### src/common/skp_cfg.svh
// Constants for the text command parser
`ifndef SKP_CFG_SVH
`define SKP_CFG_SVH
`define SKP_CH_NL     8'h0A
`define SKP_CH_SPACE  8'h20
`define SKP_CH_PLUS   8'h2B
`define SKP_CH_MINUS  8'h2D
`define SKP_CH_DOT    8'h2E
`define SKP_CH_COLON  8'h3A
`define SKP_CH_SEMI   8'h3B
`define SKP_CH_QMARK  8'h3F
`define SKP_KW_MAX    4'hC
`define SKP_DEPTH_MAX 2'h3
`define SKP_EQ_DEPTH  3'h4
`define SKP_ERR_SYNTAX 8'h01
`define SKP_ERR_HEADER 8'h02
`define SKP_ERR_QUERY  8'h03
`define SKP_ERR_DATA   8'h04
`define SKP_ERR_CAL    8'h05
`define SKP_CAL_CODE   16'h04D2
`define SKP_CAL_EXIT   16'h0000
`endif

### src/common/skp_pkg.sv
// Types and character helpers for the text command parser
package skp_pkg;
  typedef enum logic [3:0] {
    KW_NONE = 4'h0, KW_CAL  = 4'h1, KW_VOLT = 4'h2, KW_CURR = 4'h3,
    KW_MEAS = 4'h4, KW_LEV  = 4'h5, KW_OUTP = 4'h6, KW_STAT = 4'h7,
    KW_SYST = 4'h8, KW_TRIG = 4'h9, KW_MODE = 4'hA, KW_SAVE = 4'hB,
    KW_ERR  = 4'hC
  } skp_kw_t;

  typedef enum logic [2:0] {
    ST_UNIT = 3'b000, ST_KWS = 3'b001, ST_KW   = 3'b010, ST_QRY = 3'b011,
    ST_PAR0 = 3'b100, ST_PAR = 3'b101, ST_SKIP = 3'b110
  } skp_st_t;

  typedef enum logic [1:0] {
    PAR_NONE = 2'b00, PAR_NUM = 2'b01, PAR_STR = 2'b10
  } skp_par_t;

  typedef struct packed {
    skp_st_t          st;
    logic [11:0][7:0] kbuf;
    logic [3:0]       klen;
    logic [2:0][3:0]  path;
    logic [1:0]       depth;
    logic [1:0]       base;
    logic             query;
    skp_par_t         pkind;
    logic [15:0]      num;
    logic             term_pend;
    logic             rx_ready;
    logic             cmd_valid;
    logic [2:0][3:0]  cmd_path;
    logic [1:0]       cmd_len;
    logic             cmd_query;
    skp_par_t         cmd_pkind;
    logic [15:0]      cmd_num;
    logic             cal_mode;
    logic             cal_store;
    logic [3:0][7:0]  eq;
    logic [2:0]       ecnt;
  } skp_state_t;

  function automatic logic skp_is_letter(input logic [7:0] c);
    return (c >= 8'h41 && c <= 8'h5A) || (c >= 8'h61 && c <= 8'h7A);
  endfunction : skp_is_letter

  function automatic logic skp_is_digit(input logic [7:0] c);
    return c >= 8'h30 && c <= 8'h39;
  endfunction : skp_is_digit

  function automatic logic [7:0] skp_to_upper(input logic [7:0] c);
    return (c >= 8'h61 && c <= 8'h7A) ? c - 8'h20 : c;
  endfunction : skp_to_upper
endpackage : skp_pkg

### src/common/skp_kw_if.sv
// Keyword buffer handed to the matcher and its verdict
`timescale 1ns/1ns
interface skp_kw_if;
  logic [11:0][7:0] chars;
  logic [3:0]       len;
  logic             hit;
  skp_pkg::skp_kw_t idx;

  modport parser  (output chars, output len, input hit, input idx);
  modport matcher (input chars, input len, output hit, output idx);
endinterface : skp_kw_if

### src/design/skp_kw_match.sv
// Keyword table lookup accepting exact short or complete long forms
`timescale 1ns/1ns
`include "skp_cfg.svh"
module skp_kw_match (
  // Buffered keyword in, verdict out
  skp_kw_if.matcher kw
);
  // Long forms right-aligned: first letter sits in byte len-1
  function automatic logic [95:0] kw_long(input logic [3:0] k);
    case (k)
      4'h1:    return 96'("CALIBRATE");
      4'h2:    return 96'("VOLTAGE");
      4'h3:    return 96'("CURRENT");
      4'h4:    return 96'("MEASURE");
      4'h5:    return 96'("LEVEL");
      4'h6:    return 96'("OUTPUT");
      4'h7:    return 96'("STATUS");
      4'h8:    return 96'("SYSTEM");
      4'h9:    return 96'("TRIGGER");
      4'hA:    return 96'("MODE");
      4'hB:    return 96'("SAVE");
      4'hC:    return 96'("ERROR");
      default: return 96'h0;
    endcase
  endfunction : kw_long

  function automatic logic [3:0] kw_len(input logic [3:0] k);
    case (k)
      4'h1:                      return 4'h9;
      4'h2, 4'h3, 4'h4, 4'h9:    return 4'h7;
      4'h5, 4'hC:                return 4'h5;
      4'h6, 4'h7, 4'h8:          return 4'h6;
      4'hA, 4'hB:                return 4'h4;
      default:                   return 4'h0;
    endcase
  endfunction : kw_len

  function automatic logic is_vowel(input logic [7:0] c);
    return c == 8'h41 || c == 8'h45 || c == 8'h49 || c == 8'h4F ||
           c == 8'h55;
  endfunction : is_vowel

  logic [95:0] lf;
  logic [3:0]  ll;
  logic [3:0]  sl;
  logic        same;

  always_comb begin
    kw.hit = 1'b0;
    kw.idx = skp_pkg::KW_NONE;
    lf     = '0;
    ll     = '0;
    sl     = '0;
    same   = 1'b0;
    for (int k = 1; k <= 12; k++) begin
      lf = kw_long(4'(k));
      ll = kw_len(4'(k));
      // Short form: whole word up to four letters, else three or four
      if (ll <= 4'h4)
        sl = ll;
      else if (is_vowel(lf[8*(ll-4'h4) +: 8]))
        sl = 4'h3;
      else
        sl = 4'h4;
      same = (kw.len == sl) || (kw.len == ll);
      for (int i = 0; i < 12; i++) begin
        if (4'(i) < kw.len && kw.chars[i] != lf[8*(ll-4'(i)-4'h1) +: 8])
          same = 1'b0;
      end
      if (same && !kw.hit) begin
        kw.hit = 1'b1;
        kw.idx = skp_pkg::skp_kw_t'(4'(k));
      end
    end
  end
endmodule : skp_kw_match

### src/design/skp_parser.sv
// Program message parser: units, keywords, query, data, calibration gate
//
// What this block does
// - Units end at newline or end-of-line character.
// - One numeric or string parameter after space.
// - Keywords accepted in short or long form.
// - Short form: whole, four, or three letters.
// - Any other keyword spelling is an error.
// - Keyword letters compared without regard to case.
// - Colon separates keywords; leading colon means root.
// - Question mark only after last keyword: query.
// - Calibration needs access code; then save strobe.
// - Semicolon separates message units.
// - Newline 0A is the message terminator.
// - Terminator or root specifier returns to root.
`timescale 1ns/1ns
`include "skp_cfg.svh"
module skp_parser (
  // Clock and reset
  input  wire logic        clk,
  input  wire logic        sys_rst,
  // Character stream from the port
  input  wire logic        rx_valid,
  input  wire logic [7:0]  rx_char,
  input  wire logic        rx_eol,
  output logic             rx_ready,
  // Decoded command
  output logic             cmd_valid,
  output logic [11:0]      cmd_path,
  output logic [1:0]       cmd_len,
  output logic             cmd_query,
  output logic [1:0]       cmd_par_kind,
  output logic [15:0]      cmd_par_num,
  // Calibration
  output logic             cal_mode,
  output logic             cal_store,
  // Error queue
  input  wire logic        err_pop,
  output logic [2:0]       err_count,
  output logic [7:0]       err_head
);
  skp_pkg::skp_state_t r_ff;
  skp_pkg::skp_state_t nxt_r;
  skp_kw_if            kw ();

  skp_kw_match u_match (
    .kw (kw.matcher)
  );

  assign kw.chars = r_ff.kbuf;
  assign kw.len   = r_ff.klen;

  logic       act;
  logic [7:0] c;
  logic [7:0] up;
  logic       is_nl;
  logic       is_semi;
  logic       is_col;
  logic       close_kw;
  logic       fin;
  logic       emit;
  logic       fail;
  logic [7:0] errc;

  always_comb begin
    nxt_r           = r_ff;
    nxt_r.cmd_valid = 1'b0;
    nxt_r.cal_store = 1'b0;
    close_kw        = 1'b0;
    fin             = 1'b0;
    emit            = 1'b0;
    fail            = 1'b0;
    errc            = `SKP_ERR_SYNTAX;
    // A character flagged end-of-line is followed by a terminator
    act = r_ff.term_pend || (rx_valid && r_ff.rx_ready);
    c   = r_ff.term_pend ? `SKP_CH_NL : rx_char;
    up  = skp_pkg::skp_to_upper(c);
    is_nl   = c == `SKP_CH_NL;
    is_semi = c == `SKP_CH_SEMI;
    is_col  = c == `SKP_CH_COLON;
    if (act) begin
      nxt_r.term_pend = !r_ff.term_pend && rx_eol && !is_nl;
      case (r_ff.st)
        skp_pkg::ST_UNIT: begin
          if (is_col) begin
            nxt_r.depth = 2'h0;
            nxt_r.st    = skp_pkg::ST_KWS;
          end else if (skp_pkg::skp_is_letter(c)) begin
            nxt_r.kbuf[0] = up;
            nxt_r.klen    = 4'h1;
            nxt_r.st      = skp_pkg::ST_KW;
          end else if (!(is_nl || is_semi)) begin
            fail = 1'b1;
          end
        end
        skp_pkg::ST_KWS: begin
          if (skp_pkg::skp_is_letter(c)) begin
            nxt_r.kbuf[0] = up;
            nxt_r.klen    = 4'h1;
            nxt_r.st      = skp_pkg::ST_KW;
          end else begin
            fail = 1'b1;
          end
        end
        skp_pkg::ST_KW: begin
          if (skp_pkg::skp_is_letter(c)) begin
            if (r_ff.klen == `SKP_KW_MAX) begin
              fail = 1'b1;
              errc = `SKP_ERR_HEADER;
            end else begin
              nxt_r.kbuf[r_ff.klen] = up;
              nxt_r.klen = r_ff.klen + 4'h1;
            end
          end else if (is_col) begin
            close_kw = 1'b1;
            nxt_r.st = skp_pkg::ST_KWS;
          end else if (c == `SKP_CH_QMARK) begin
            close_kw    = 1'b1;
            nxt_r.query = 1'b1;
            nxt_r.st    = skp_pkg::ST_QRY;
          end else if (c == `SKP_CH_SPACE) begin
            close_kw = 1'b1;
            nxt_r.st = skp_pkg::ST_PAR0;
          end else if (is_nl || is_semi) begin
            close_kw = 1'b1;
            fin      = 1'b1;
          end else begin
            fail = 1'b1;
          end
        end
        skp_pkg::ST_QRY: begin
          if (c == `SKP_CH_SPACE) begin
            nxt_r.st = skp_pkg::ST_PAR0;
          end else if (is_nl || is_semi) begin
            fin = 1'b1;
          end else begin
            fail = 1'b1;
            errc = `SKP_ERR_QUERY;
          end
        end
        skp_pkg::ST_PAR0: begin
          if (skp_pkg::skp_is_digit(c)) begin
            nxt_r.num   = {8'h00, c - 8'h30};
            nxt_r.pkind = skp_pkg::PAR_NUM;
            nxt_r.st    = skp_pkg::ST_PAR;
          end else if (c == `SKP_CH_PLUS || c == `SKP_CH_MINUS ||
                       c == `SKP_CH_DOT) begin
            nxt_r.pkind = skp_pkg::PAR_NUM;
            nxt_r.st    = skp_pkg::ST_PAR;
          end else if (skp_pkg::skp_is_letter(c)) begin
            nxt_r.pkind = skp_pkg::PAR_STR;
            nxt_r.st    = skp_pkg::ST_PAR;
          end else if (is_nl || is_semi) begin
            fin = 1'b1;
          end else if (c != `SKP_CH_SPACE) begin
            fail = 1'b1;
            errc = `SKP_ERR_DATA;
          end
        end
        skp_pkg::ST_PAR: begin
          if (is_nl || is_semi) begin
            fin = 1'b1;
          end else if (r_ff.pkind == skp_pkg::PAR_NUM &&
                       skp_pkg::skp_is_digit(c)) begin
            nxt_r.num = 16'(r_ff.num * 16'd10 + {8'h00, c - 8'h30});
          end
        end
        skp_pkg::ST_SKIP: begin
          nxt_r.st = skp_pkg::ST_SKIP;
        end
        default: begin
          nxt_r.st = skp_pkg::ST_SKIP;
        end
      endcase

      if (close_kw) begin
        if (!kw.hit || r_ff.depth == `SKP_DEPTH_MAX) begin
          fail = 1'b1;
          errc = `SKP_ERR_HEADER;
        end else begin
          nxt_r.path[r_ff.depth] = kw.idx;
          nxt_r.depth = r_ff.depth + 2'h1;
        end
      end

      // Calibration commands other than the CAL query are gated by the access code
      if (fin && !fail) begin
        emit = 1'b1;
        if (nxt_r.path[0] == skp_pkg::KW_CAL) begin
          if (nxt_r.depth == 2'h1) begin
            if (nxt_r.query) begin
              emit = 1'b1;
            end else if (nxt_r.pkind == skp_pkg::PAR_NUM &&
                         nxt_r.num == `SKP_CAL_CODE) begin
              nxt_r.cal_mode = 1'b1;
            end else if (r_ff.cal_mode && nxt_r.pkind == skp_pkg::PAR_NUM &&
                         nxt_r.num == `SKP_CAL_EXIT) begin
              nxt_r.cal_mode = 1'b0;
            end else begin
              fail = 1'b1;
            end
          end else if (!r_ff.cal_mode) begin
            fail = 1'b1;
          end else if (nxt_r.path[1] == skp_pkg::KW_SAVE &&
                       nxt_r.depth == 2'h2 && !nxt_r.query) begin
            nxt_r.cal_store = 1'b1;
          end
          if (fail) begin
            emit = 1'b0;
            errc = `SKP_ERR_CAL;
          end
        end
      end

      if (emit) begin
        nxt_r.cmd_valid = 1'b1;
        nxt_r.cmd_path  = nxt_r.path;
        nxt_r.cmd_len   = nxt_r.depth;
        nxt_r.cmd_query = nxt_r.query;
        nxt_r.cmd_pkind = nxt_r.pkind;
        nxt_r.cmd_num   = nxt_r.num;
      end

      if (is_nl || is_semi) begin
        nxt_r.st    = skp_pkg::ST_UNIT;
        nxt_r.klen  = 4'h0;
        nxt_r.query = 1'b0;
        nxt_r.pkind = skp_pkg::PAR_NONE;
        nxt_r.num   = 16'h0000;
        if (is_nl) begin
          nxt_r.depth = 2'h0;
          nxt_r.base  = 2'h0;
        end else if (emit) begin
          // Next unit continues one level above the last keyword
          nxt_r.depth = nxt_r.depth - 2'h1;
          nxt_r.base  = nxt_r.depth;
        end else begin
          nxt_r.depth = r_ff.base;
        end
      end else if (fail) begin
        nxt_r.st = skp_pkg::ST_SKIP;
      end
    end

    // Error queue: head at slot 0, pop shifts, push appends
    if (err_pop && nxt_r.ecnt != 3'h0) begin
      for (int i = 0; i < 3; i++)
        nxt_r.eq[i] = nxt_r.eq[i+1];
      nxt_r.eq[3] = 8'h00;
      nxt_r.ecnt  = nxt_r.ecnt - 3'h1;
    end
    if (fail && nxt_r.ecnt != `SKP_EQ_DEPTH) begin
      nxt_r.eq[nxt_r.ecnt[1:0]] = errc;
      nxt_r.ecnt = nxt_r.ecnt + 3'h1;
    end
    nxt_r.rx_ready = !nxt_r.term_pend;
  end

  always_ff @(posedge clk) begin
    if (sys_rst) begin
      r_ff          <= '0;
      r_ff.rx_ready <= 1'b1;
    end else begin
      r_ff <= nxt_r;
    end
  end

  assign rx_ready     = r_ff.rx_ready;
  assign cmd_valid    = r_ff.cmd_valid;
  assign cmd_path     = r_ff.cmd_path;
  assign cmd_len      = r_ff.cmd_len;
  assign cmd_query    = r_ff.cmd_query;
  assign cmd_par_kind = r_ff.cmd_pkind;
  assign cmd_par_num  = r_ff.cmd_num;
  assign cal_mode     = r_ff.cal_mode;
  assign cal_store    = r_ff.cal_store;
  assign err_count    = r_ff.ecnt;
  assign err_head     = r_ff.eq[0];
endmodule : skp_parser

### config.mk
export PLATFORM = sky130hd
export DESIGN_NAME = skp_parser
export DESIGN_NICKNAME = d
export VERILOG_FILES = /design/src/common/skp_pkg.sv /design/src/common/skp_kw_if.sv /design/src/design/skp_kw_match.sv /design/src/design/skp_parser.sv
export VERILOG_INCLUDE_DIRS = /design/src /design/src/common
export SDC_FILE = /design/constraint.sdc
export NUM_CORES = 1
export LEC_CHECK = 0
export BUFFER_PORTS_ARGS = -buffer_cell sky130_fd_sc_hd__buf_2
export CAP_MARGIN = 10
export CORE_UTILIZATION = 35
export CTS_BUF_LIST = sky130_fd_sc_hd__clkbuf_8 sky130_fd_sc_hd__clkbuf_16
export DETAILED_ROUTE_END_ITERATION = 12
export HOLD_SLACK_MARGIN = 0.08
export PLACE_DENSITY_LB_ADDON = 0.05
export RECOVER_POWER = 100
export SLEW_MARGIN = 30
export SYNTH_ARGS = -nofsm -noshare
export SYNTH_HDL_FRONTEND = slang
export SYNTH_SLANG_ARGS = --single-unit
### constraint.sdc
create_clock -name clk -period 6.4 [get_ports clk]
set_input_delay 1.28 -clock clk [delete_from_list [all_inputs] [get_ports clk]]
set_output_delay 1.28 -clock clk [all_outputs]
set_load 0.05 [all_outputs]
==> summary.txt, run 1 <==
Run status
  • Status: complete, but fails checks
  • Violated checks: capacitance limit, slew limit

Detailed routing
  • Residual DRC: 0
  • Drt wl/cell: ~19 um
  • Post-route ant nets: 0
  • Detailed Route Iter0 Violations: around 670
  • Vias: 10376
  • DRT Pass-1 Iters: 5
  • Vias per cell: approximately 5.6
  • Final wirelength: 35500 um

Synth
  • Number of synthesized flops with an enable pin: 0
  • Synth warn: 0
  • Synth Instances: around 1400
  • Asr flop ratio synth: 0%
  • Top post-synthesis cells by area: dfxtp_1, ha_1, nor2_1, mux2i_1, a21oi_1
  • Share of the synthesized area in the top cell type: 31.6%
  • Syn Nets: between 1000 and 1500
  • Synth area leader: dfxtp_1
  • Distinct cells, synth: 104
  • Main flop type after synthesis: dfxtp_1
  • Seq/Total Area, Yosys: between 30% and 40%
  • Cell Area, Synth: ~12000 um^2
  • Flops & latches, synth: 187
  • Mean Syn Cell Area: 8.37 um^2

Setup path
  • R2R Path End: cmd_par_num[10]
  • Critical Path End Type: flop
  • CP required: 6.72 ns
  • Worst Path Class, Setup: primary input to flop
  • Crit-path max FO: 20
  • Reg2Reg Setup Slack: 0.71 ns
  • Worst r2r src: kw.len[0]
  • CP Data Arrival Time: 6.07 ns
  • R2R depth: 19
  • Startpoint types: primary input

Min path
  • Hold_sp: r_ff[32]
  • Hold Path Stages: 2
  • Hold Path End: r_ff[32]
  • Min-delay worst type: flop to flop

Clocking
  • Clk root buf: clkbuf_16
  • Worst-path clk slew: 0.08 ns
  • CTS max path bufs: 2
  • H-tree Lvls: 4
  • CTS tree: yes
  • Post-CTS sizing: 0
  • Post-CTS Setup Bufs: 0
  • Worst skew pair latency: 0.45 ns
  • TritonCTS Sinks: 187
  • CTS Buf Count: 17
  • Post-CTS Hold Buffers: 0

Pwr
  • Power Dens Cells: 233 nW/um^2
  • Power, Total: 2.97 mW
  • P_leak: approximately 4.6 nW
  • Worst VDD drop: roughly 0.00018 V

STA
  • Slew Limit Fails: 71
  • Final period util: 89.8%
  • Final Hold Viols: 0
  • Worst Max-Slew Pin Slew: 3.29 ns
  • Relative slew slack: -120%
  • Post-route minimum period: 5.75 ns
  • RSZ-0062 raised after global routing: false
  • Crit path setup slack, layout: about 0.65 ns
  • Max Freq: around 170 MHz
  • Setup TNS: 0 ns
  • Setup Skew: 0.0178 ns
  • Final setup viols: 0

Floorplan
  • I/O pins: 61
  • Die X: 186 um
  • Core ar.: 33400 um^2
  • Die Ht: approximately 190 um
  • Row cnt: 67
  • Initial Utilization: 35.4%
  • Die area: 34600 um^2

Finish
  • Antenna cells: 0
  • Layout Nets: 1476
  • Layout filler cell count: about 3500
  • Layout cells sized above 1: 8.88%
  • Area Overhead vs Synth: 7.60%

Global route
  • Overflow left after global routing: 0
  • Largest net degree at the start of global routing: 96
  • First-pass GRT wire length: 56400 um
  • Number of global-route vias before repair: 9881
  • Initial antenna violation count: 0
  • All-Layer GR Usage: 21.0%

Placement
  • # port buffers: 60
  • Pre-CTS setup slack: between 0.3 and 0.4 ns
  • Routability cong.: about 0.9
  • DP HPWL: 26000 um

Run
  • Max Cap Violations: 1
-- cells in the final DEF, fill, tap and decap left out, types with 10 or more instances in the layout --
master,netlist,final
a22oi_1,20,20
nor3_1,33,33
a31oi_1,13,13
o21ai_0,33,37
nand2_1,112,112
ha_1,55,55
a211oi_1,46,55
inv_1,37,38
clkbuf_16,0,17
buf_4,48,26
buf_2,10,10
nand4_1,18,18
xnor2_1,18,17
o21a_1,10,10
nor4_1,15,14
o211ai_1,15,15
nand3_1,18,18
nor2_1,182,183
a21oi_1,86,87
a21o_1,17,16
mux2i_1,55,55
nand2b_1,21,21
nor2b_1,16,16
a21oi_2,13,12
clkbuf_1,53,52
and2_1,13,10
dfxtp_1,187,187
o31ai_1,17,17
-- stage by stage --
step           hold slack, ns  cell area [um^2]  util (%)  cells
6_report                0.433             12700      38.1   1867
5_1_grt                 0.446             12700      38.1   1867
4_1_cts                 0.437             12900      38.5   1867
3_5_place_dp            0.423             12300      36.7   1835
3_3_place_gp            0.422             12300      36.7   1835
2_1_floorplan           0.410             11800         -   1415
-- how the worst max path moves through the flow --
stage | startpoint | to | cells after the start
after floorplan | rx_char[4] | err_head[0] | 21
after global placement | rx_char[5] | cmd_len[1] | 22
after detailed placement | rx_char[5] | cmd_path[6] | 22
after CTS | rx_char[5] | cmd_par_num[10] | 22
after global routing | rx_char[4] | cmd_par_num[10] | 22
final | rx_char[5] | cmd_par_num[10] | 22
-- routing by layer --
metal	GRT usage, %	routed length, um	up-vias
met4	4.85	356	0
met1	29.7	17600	4987
met2	34.0	16400	199
met5	0	0	-
met3	2.52	1200	24
li1	-	-	5166
-- cell families (layout without fill, tap and decap cells) --
kind of cell / after synthesis / in the layout / share of synthesized area (%)
buffers and inverters: 158 / 162 / 6.96
AO/OA/AOI/OAI: 375 / 375 / 22.8
adder cells (fa/ha/maj): 57 / 57 / 6.15
flip-flops: 187 / 187 / 31.6
XOR/XNOR: 21 / 21 / 1.55
AND/OR/NAND/NOR: 553 / 553 / 25.4
multiplexers: 64 / 64 / 5.50
-- cells in the mapped netlist, drive strengths merged (7+ instances only) --
| cell | instances |
|---|---|
| dfxtp | 187 |
| nor2 | 186 |
| nand2 | 113 |
| a21oi | 100 |
| buf | 64 |
| a211oi | 57 |
| ha | 55 |
| mux2i | 55 |
| clkbuf | 53 |
| o21ai | 41 |
| inv | 40 |
| nor3 | 36 |
| nand2b | 21 |
| a22oi | 20 |
| and2 | 19 |
| nand3 | 19 |
| nand4 | 19 |
| nor4 | 18 |
| xnor2 | 18 |
| a21o | 17 |
| o31ai | 17 |
| nor2b | 16 |
| o211ai | 15 |
| a31oi | 13 |
| o21a | 10 |
| or2 | 10 |
| or4b | 10 |
| mux2 | 9 |
| nor3b | 9 |
| nor4b | 9 |
| or4 | 9 |
| and3 | 8 |
| nand3b | 8 |
| o22ai | 8 |
| nand4b | 7 |
| nor4bb | 7 |
-- sequential cells by signal (all words and copies together), names as in the netlist, 2 cells and up --
name          flops
kw.chars         72
err_count         3
cmd_path         12
cmd_len           2
cmd_par_num      16
err_head          8
cmd_par_kind      2
kw.len            4
r_ff             63
-- where the power goes --
part	leakage, nW	total [mW]	internal [mW]	switching, mW
clock network	0.291	1.08	0.530	0.549
logic	2.81	0.645	0.190	0.455
registers	1.51	1.24	1.20	0.0433
-- final cells by class --
type / count / area [um^2] / share of cell area, %
multi-input combinational: 1070 / 7240 / 56.8
sequential: 187 / 3740 / 29.4
tap: 448 / 561 / 4.40
timing repair buffer: 89 / 452 / 3.54
clock buffer: 17 / 425 / 3.34
clock inverter: 15 / 170 / 1.33
inverter: 41 / 154 / 1.21
-- critical path, stage by stage --
cell and delay (ns):
buf_2 0.08, nand2b_1 0.13, inv_1 0.23, ha_1 0.40, or4b_1 0.51, nor2_1 0.16
a2111oi_0 0.09, clkbuf_1 0.18, nor3_1 0.23, inv_1 0.07, a31oi_1 0.42, nor2_1 0.10
a21oi_1 0.19, ha_1 0.21, nor2_1 0.06, or3b_1 0.42, a211oi_2 0.29, a21o_1 0.16
buf_4 0.29, buf_4 0.26, a21oi_2 0.07, a211oi_1 0.22
No activity file was read; power rests on OpenSTA's default activity.
==> inputs of run 2 (changes only) <==
clock period = 5.65 ns   (was 6.4 ns; I/O delays follow)
==> summary.txt, run 2 (synthesis gave the netlist of run 1 again) <==
Detailed routing
  • Detailed Route Iter0 Violations: 635
  • Vias per cell: 5.49
  • Vias: approximately 10000
  • Residual DRC: 0
  • Post-route ant nets: 0
  • DRT Pass-1 Iters: 5
  • Drt wl/cell: 19.0 um
  • Final wirelength: 35900 um

Pwr
  • Power Dens Cells: 259 nW/um^2
  • Worst VDD drop: 0.000196 V
  • P_leak: 4.66 nW
  • Power, Total: ~3.3 mW

Placement
  • # port buffers: 60
  • DP HPWL: 26500 um
  • Routability cong.: 0.923

Setup path
  • Reg2Reg Setup Slack: just over 0.5 ns
  • CP cell instances: buf_2 > nand2b_1 > inv_1 > ha_1 > or4b_1 > nor2_1 > clkbuf_1 > o31ai_1 > nand2_1 > mux2_1 > a2111oi_0 > o2111ai_1 > nor4_4 > a21o_1 > clkbuf_1 > mux2_1 > o21ai_0
  • Worst Path Class, Setup: primary input to flop
  • CP bufs+invs: 4
  • Crit path max-delay cell type: nor4_4
  • Crit-path max FO: 6
  • CP required: 6.02 ns
  • Crit-path max cell delay: 0.55 ns
  • Startpoint types: primary input
  • R2R depth: 16
  • CP Data Arrival Time: about 5.6 ns
  • Critical Path End Type: flop
  • WP depth: 17
  • Crit-path leading delay family: simple AND/OR/NAND/NOR gates

Clocking
  • CTS tree: yes
  • Post-CTS Hold Buffers: 0
  • Worst-path clk slew: around 0.080 ns
  • Worst skew pair latency: 0.45 ns
  • H-tree Lvls: 4
  • Clk root buf: clkbuf_16
  • Post-CTS Setup Bufs: 0
  • CTS max path bufs: 2
  • CTS Buf Count: 17
  • Post-CTS sizing: 0
  • TritonCTS Sinks: 187

STA
  • Slew Limit Fails: 0
  • Final period util: 92.6%
  • Final setup viols: 0
  • Setup TNS: 0 ns
  • Relative slew slack: 36.9%
  • Final Hold Viols: 0
  • Post-route minimum period: ~5.2 ns
  • Worst Max-Slew Pin Slew: between 0.9 and 1 ns
  • RSZ-0062 raised after global routing: false
  • Max Freq: 191 MHz
  • Hold WS: 0.431 ns
  • Setup Skew: approximately 0.018 ns

Floorplan
  • Die area: 34600 um^2
  • Die Ht: 186 um
  • Core ar.: 33400 um^2
  • I/O pins: 61
  • Row cnt: 67
  • Initial Utilization: 35.4%
  • Die X: ~190 um

Run
  • Max Cap Violations: 0

Min path
  • Min-delay worst type: flop to flop
  • Hold Path Stages: 2

Global route
  • Initial antenna violation count: 0
  • All-Layer GR Usage: roughly a fifth
  • First-pass GRT wire length: 56700 um
  • Overflow left after global routing: 0
  • Number of global-route vias before repair: 9764
  • Largest net degree at the start of global routing: 81

Finish
  • Largest register FFs: 72
  • Antenna cells: 0
  • Layout Nets: 1499
  • Layout cells sized above 1: 9.78%
  • Area Overhead vs Synth: 8.71%
  • Most frequent cells in the layout: dfxtp_1, nor2_1, nand2_1
  • Leading cell type in the layout, fill and taps excluded: dfxtp_1

Run status
  • Status: complete, no violations
run 2: cell types whose count changed in the layout (fill, tap and decap cells not counted), sizes merged:
cell / before / now
buf: 37 / 47
inv: 50 / 43
clkinv: 5 / 8
clkinvlp: 1 / 4
clkbuf: 69 / 83
run 2: worst reg2reg max path: stages (launching register included):
cell and delay, ns:
dfxtp_1 0.51, or4_1 0.58, nor4_1 0.30, a22oi_1 0.12
nor4b_1 0.69, nor3_1 0.19, a31oi_1 0.52, nor2_1 0.10
a21oi_1 0.19, ha_1 0.23, nor2_1 0.06, or4bb_1 0.47
o22ai_1 0.26, a21o_1 0.17, clkbuf_1 0.24, mux2_1 0.37
o21ai_0 0.08
run 2: worst paths after layout:
kind | start | end
min reg2reg | r_ff[34] | r_ff[34]
min | r_ff[34] | r_ff[34]
max | rx_char[5] | r_ff[95]
max reg2reg | kw.len[2] | r_ff[95]
run 2: area by class of cell:
cell class	count	area (um^2)
clock buffers	18	439
fillers	3512	20600
clock inverters	14	158
well taps	448	561
multi-input cells	1070	7250
repair buffers	112	577
flip-flops and latches	187	3740
inverters	41	154
run 2: layer usage:
layer,share of wire (%),global-route usage (%),up-vias
met5,0,0,-
met3,3.6,2.90,23
li1,-,-,5212
met2,46,34.0,189
met1,50,30.1,4956
met4,0.99,4.20,0
run 2: where the power goes:
part / switching [mW] / leakage, nW / internal, mW
sequential: 0.0472 / 1.51 / 1.36
combinational: 0.509 / 2.87 / 0.222
clock: 0.602 / 0.275 / 0.600
total: 1.16 / 4.66 / 2.18
run 2: through the flow:
| step | util [%] | setup slack, ns | instance area [um^2] | instances |
|---|---|---|---|---|
| 2_1_floorplan | - | 0.323 | 11800 | 1415 |
| 3_3_place_gp | 37.3 | 0.103 | 12500 | 1858 |
| 3_5_place_dp | 37.3 | 0.121 | 12500 | 1858 |
| 4_1_cts | 39.1 | 0.543 | 13100 | 1890 |
| 5_1_grt | 38.5 | 0.0288 | 12900 | 1890 |
| 6_report | 38.5 | 0.420 | 12900 | 1890 |
==> inputs of run 3 (changes only) <==
CORE_UTILIZATION = 62   (was 35)
==> summary.txt, run 3 (synthesis gave the netlist of run 1 again) <==
Finish
  • Largest register FFs: about 70
  • Most frequent cells in the layout: dfxtp_1, nor2_1, nand2_1
  • Layout Nets: ~1500
  • Leading cell type in the layout, fill and taps excluded: dfxtp_1
  • Antenna cells: 0
  • Area Overhead vs Synth: 5.91%
  • Final Cell Area: 12500 um^2
  • Layout cells sized above 1: 8.62%

Min path
  • Hold Path Stages: 2
  • Hold Path End: r_ff[30]
  • Hold_sp: r_ff[30]
  • Min-delay worst type: flop to flop

STA
  • Max Freq: 192 MHz
  • Final Hold Viols: 0
  • RSZ-0062 raised after global routing: false
  • Final setup viols: 0
  • Final period util: ~92%
  • Setup TNS: 0 ns
  • Relative slew slack: 39.6%
  • Worst Max-Slew Pin Slew: 0.904 ns
  • Crit path setup slack, layout: 0.442 ns
  • Post-route minimum period: 5.21 ns
  • Slew Limit Fails: 0
  • Setup Skew: 0.0120 ns

Clocking
  • CTS Buf Count: 17
  • Post-CTS Hold Buffers: 0
  • CTS tree: yes
  • TritonCTS Sinks: 187
  • H-tree Lvls: 4
  • Worst-path clk slew: 0.08 ns
  • CTS max path bufs: 2
  • Clk root buf: clkbuf_16
  • Worst skew pair latency: 0.44 ns
  • Post-CTS sizing: 0
  • Post-CTS Setup Bufs: 0

Global route
  • Largest net degree at the start of global routing: 60
  • Initial antenna violation count: 0
  • Number of global-route vias before repair: 9953
  • First-pass GRT wire length: between 50000 and 60000 um
  • Overflow left after global routing: 0
  • All-Layer GR Usage: 33.1%

Placement
  • Routability cong.: 0.945
  • # port buffers: 60
  • Dpl cell area: 12100 um^2
  • Pre-CTS setup slack: between 0.2 and 0.25 ns
  • DP HPWL: roughly 23000 um

Setup path
  • Crit-path max cell delay: 0.50 ns
  • Reg2Reg Setup Slack: 0.50 ns
  • Most used cell, CP: clkbuf_1
  • Startpoint types: primary input
  • CP Data Arrival Time: 5.54 ns
  • Crit-path max FO: 11
  • R2R depth: 20
  • Crit path max-delay cell type: or4b_1
  • Worst r2r src: kw.len[0]
  • Worst Path Class, Setup: primary input to flop
  • CP required: between 5 and 6 ns
  • Critical Path End Type: flop
  • CP cell instances: clkbuf_1 > nand2b_1 > inv_1 > ha_1 > or4b_1 > nor2_1 > clkbuf_1 > or2_0 > clkbuf_1 > nor2_1 > o21ai_0 > o2111ai_1 > or3b_1 > a211oi_2 > a21o_1 > buf_4 > a21oi_1 > a311oi_1
  • R2R Path End: cmd_par_num[0]

Run
  • Max Cap Violations: 0

Floorplan
  • Die Ht: between 100 and 150 um
  • Initial Utilization: 63.3%
  • Core ar.: ~19000 um^2
  • Die area: a little under 20000 um^2
  • Row cnt: 50
  • I/O pins: 61
  • Die X: 140 um

Pwr
  • P_leak: ~4.6 nW
  • Power, Total: 3.36 mW
  • Power Dens Cells: 268 nW/um^2
  • Worst VDD drop: approximately 0.00019 V

Detailed routing
  • Detailed Route Iter0 Violations: ~1100
  • Vias per cell: 6.44
  • Vias: 10701
  • DRT Pass-1 Iters: 6
  • Post-route ant nets: 0
  • Final wirelength: about 32000 um
  • Drt wl/cell: 19.2 um
  • Residual DRC: 0

Run status
  • Status: complete, no violations
## run 3: where the power goes
part           switching [mW]  leakage [nW]  internal [mW]  total [mW]
Sequential             0.0470          1.51           1.36        1.40
Combinational           0.504          2.81          0.219       0.723
Clock                   0.626         0.300          0.608        1.23
## run 3: final cells by class
type,instances,area [um^2]
clock buffers,17,425
clock inverters,15,201
fillers,1639,6160
inverters,41,154
multi-input cells,1070,7240
flip-flops and latches,187,3740
well taps,234,293
repair buffers,97,492
## run 3: how the worst max path moves through the flow
stage                     from         endpoint  slack [ns]
floorplan           rx_char[4]      err_head[0]        0.32
global placement    rx_char[4]  cmd_par_kind[0]        0.31
detailed placement  rx_char[4]  cmd_par_num[12]        0.23
CTS                 rx_char[4]   cmd_par_num[0]        0.62
global route         kw.len[0]   cmd_par_num[0]        0.05
finish              rx_char[4]   cmd_par_num[0]        0.44
## run 3: layer usage
metal	vias up	GRT usage (%)	wire (um)
li1	5170	-	-
met5	-	0	0
met2	358	53.4	14600
met4	0	9.20	648
met3	52	5.61	1920
met1	5121	45.5	14700
## run 3: worst max-delay path: cells and delay by family
family | cells | cell delay (ns)
and+or+nand+nor | 6 | 1.64
AOI/OAI and AO/OA | 6 | 1.39
adders and majority gates | 1 | 0.20
buffers and inverters | 5 | 1.18
## run 3: per-stage QoR
step                hold WS (ns)  utilization, %  cells
detailed placement         0.421            64.6   1629
CTS                        0.434            68.0   1661
finish                     0.431            67.1   1661
global placement           0.418            64.6   1629
global route               0.451            67.1   1661
floorplan                  0.410               -   1415
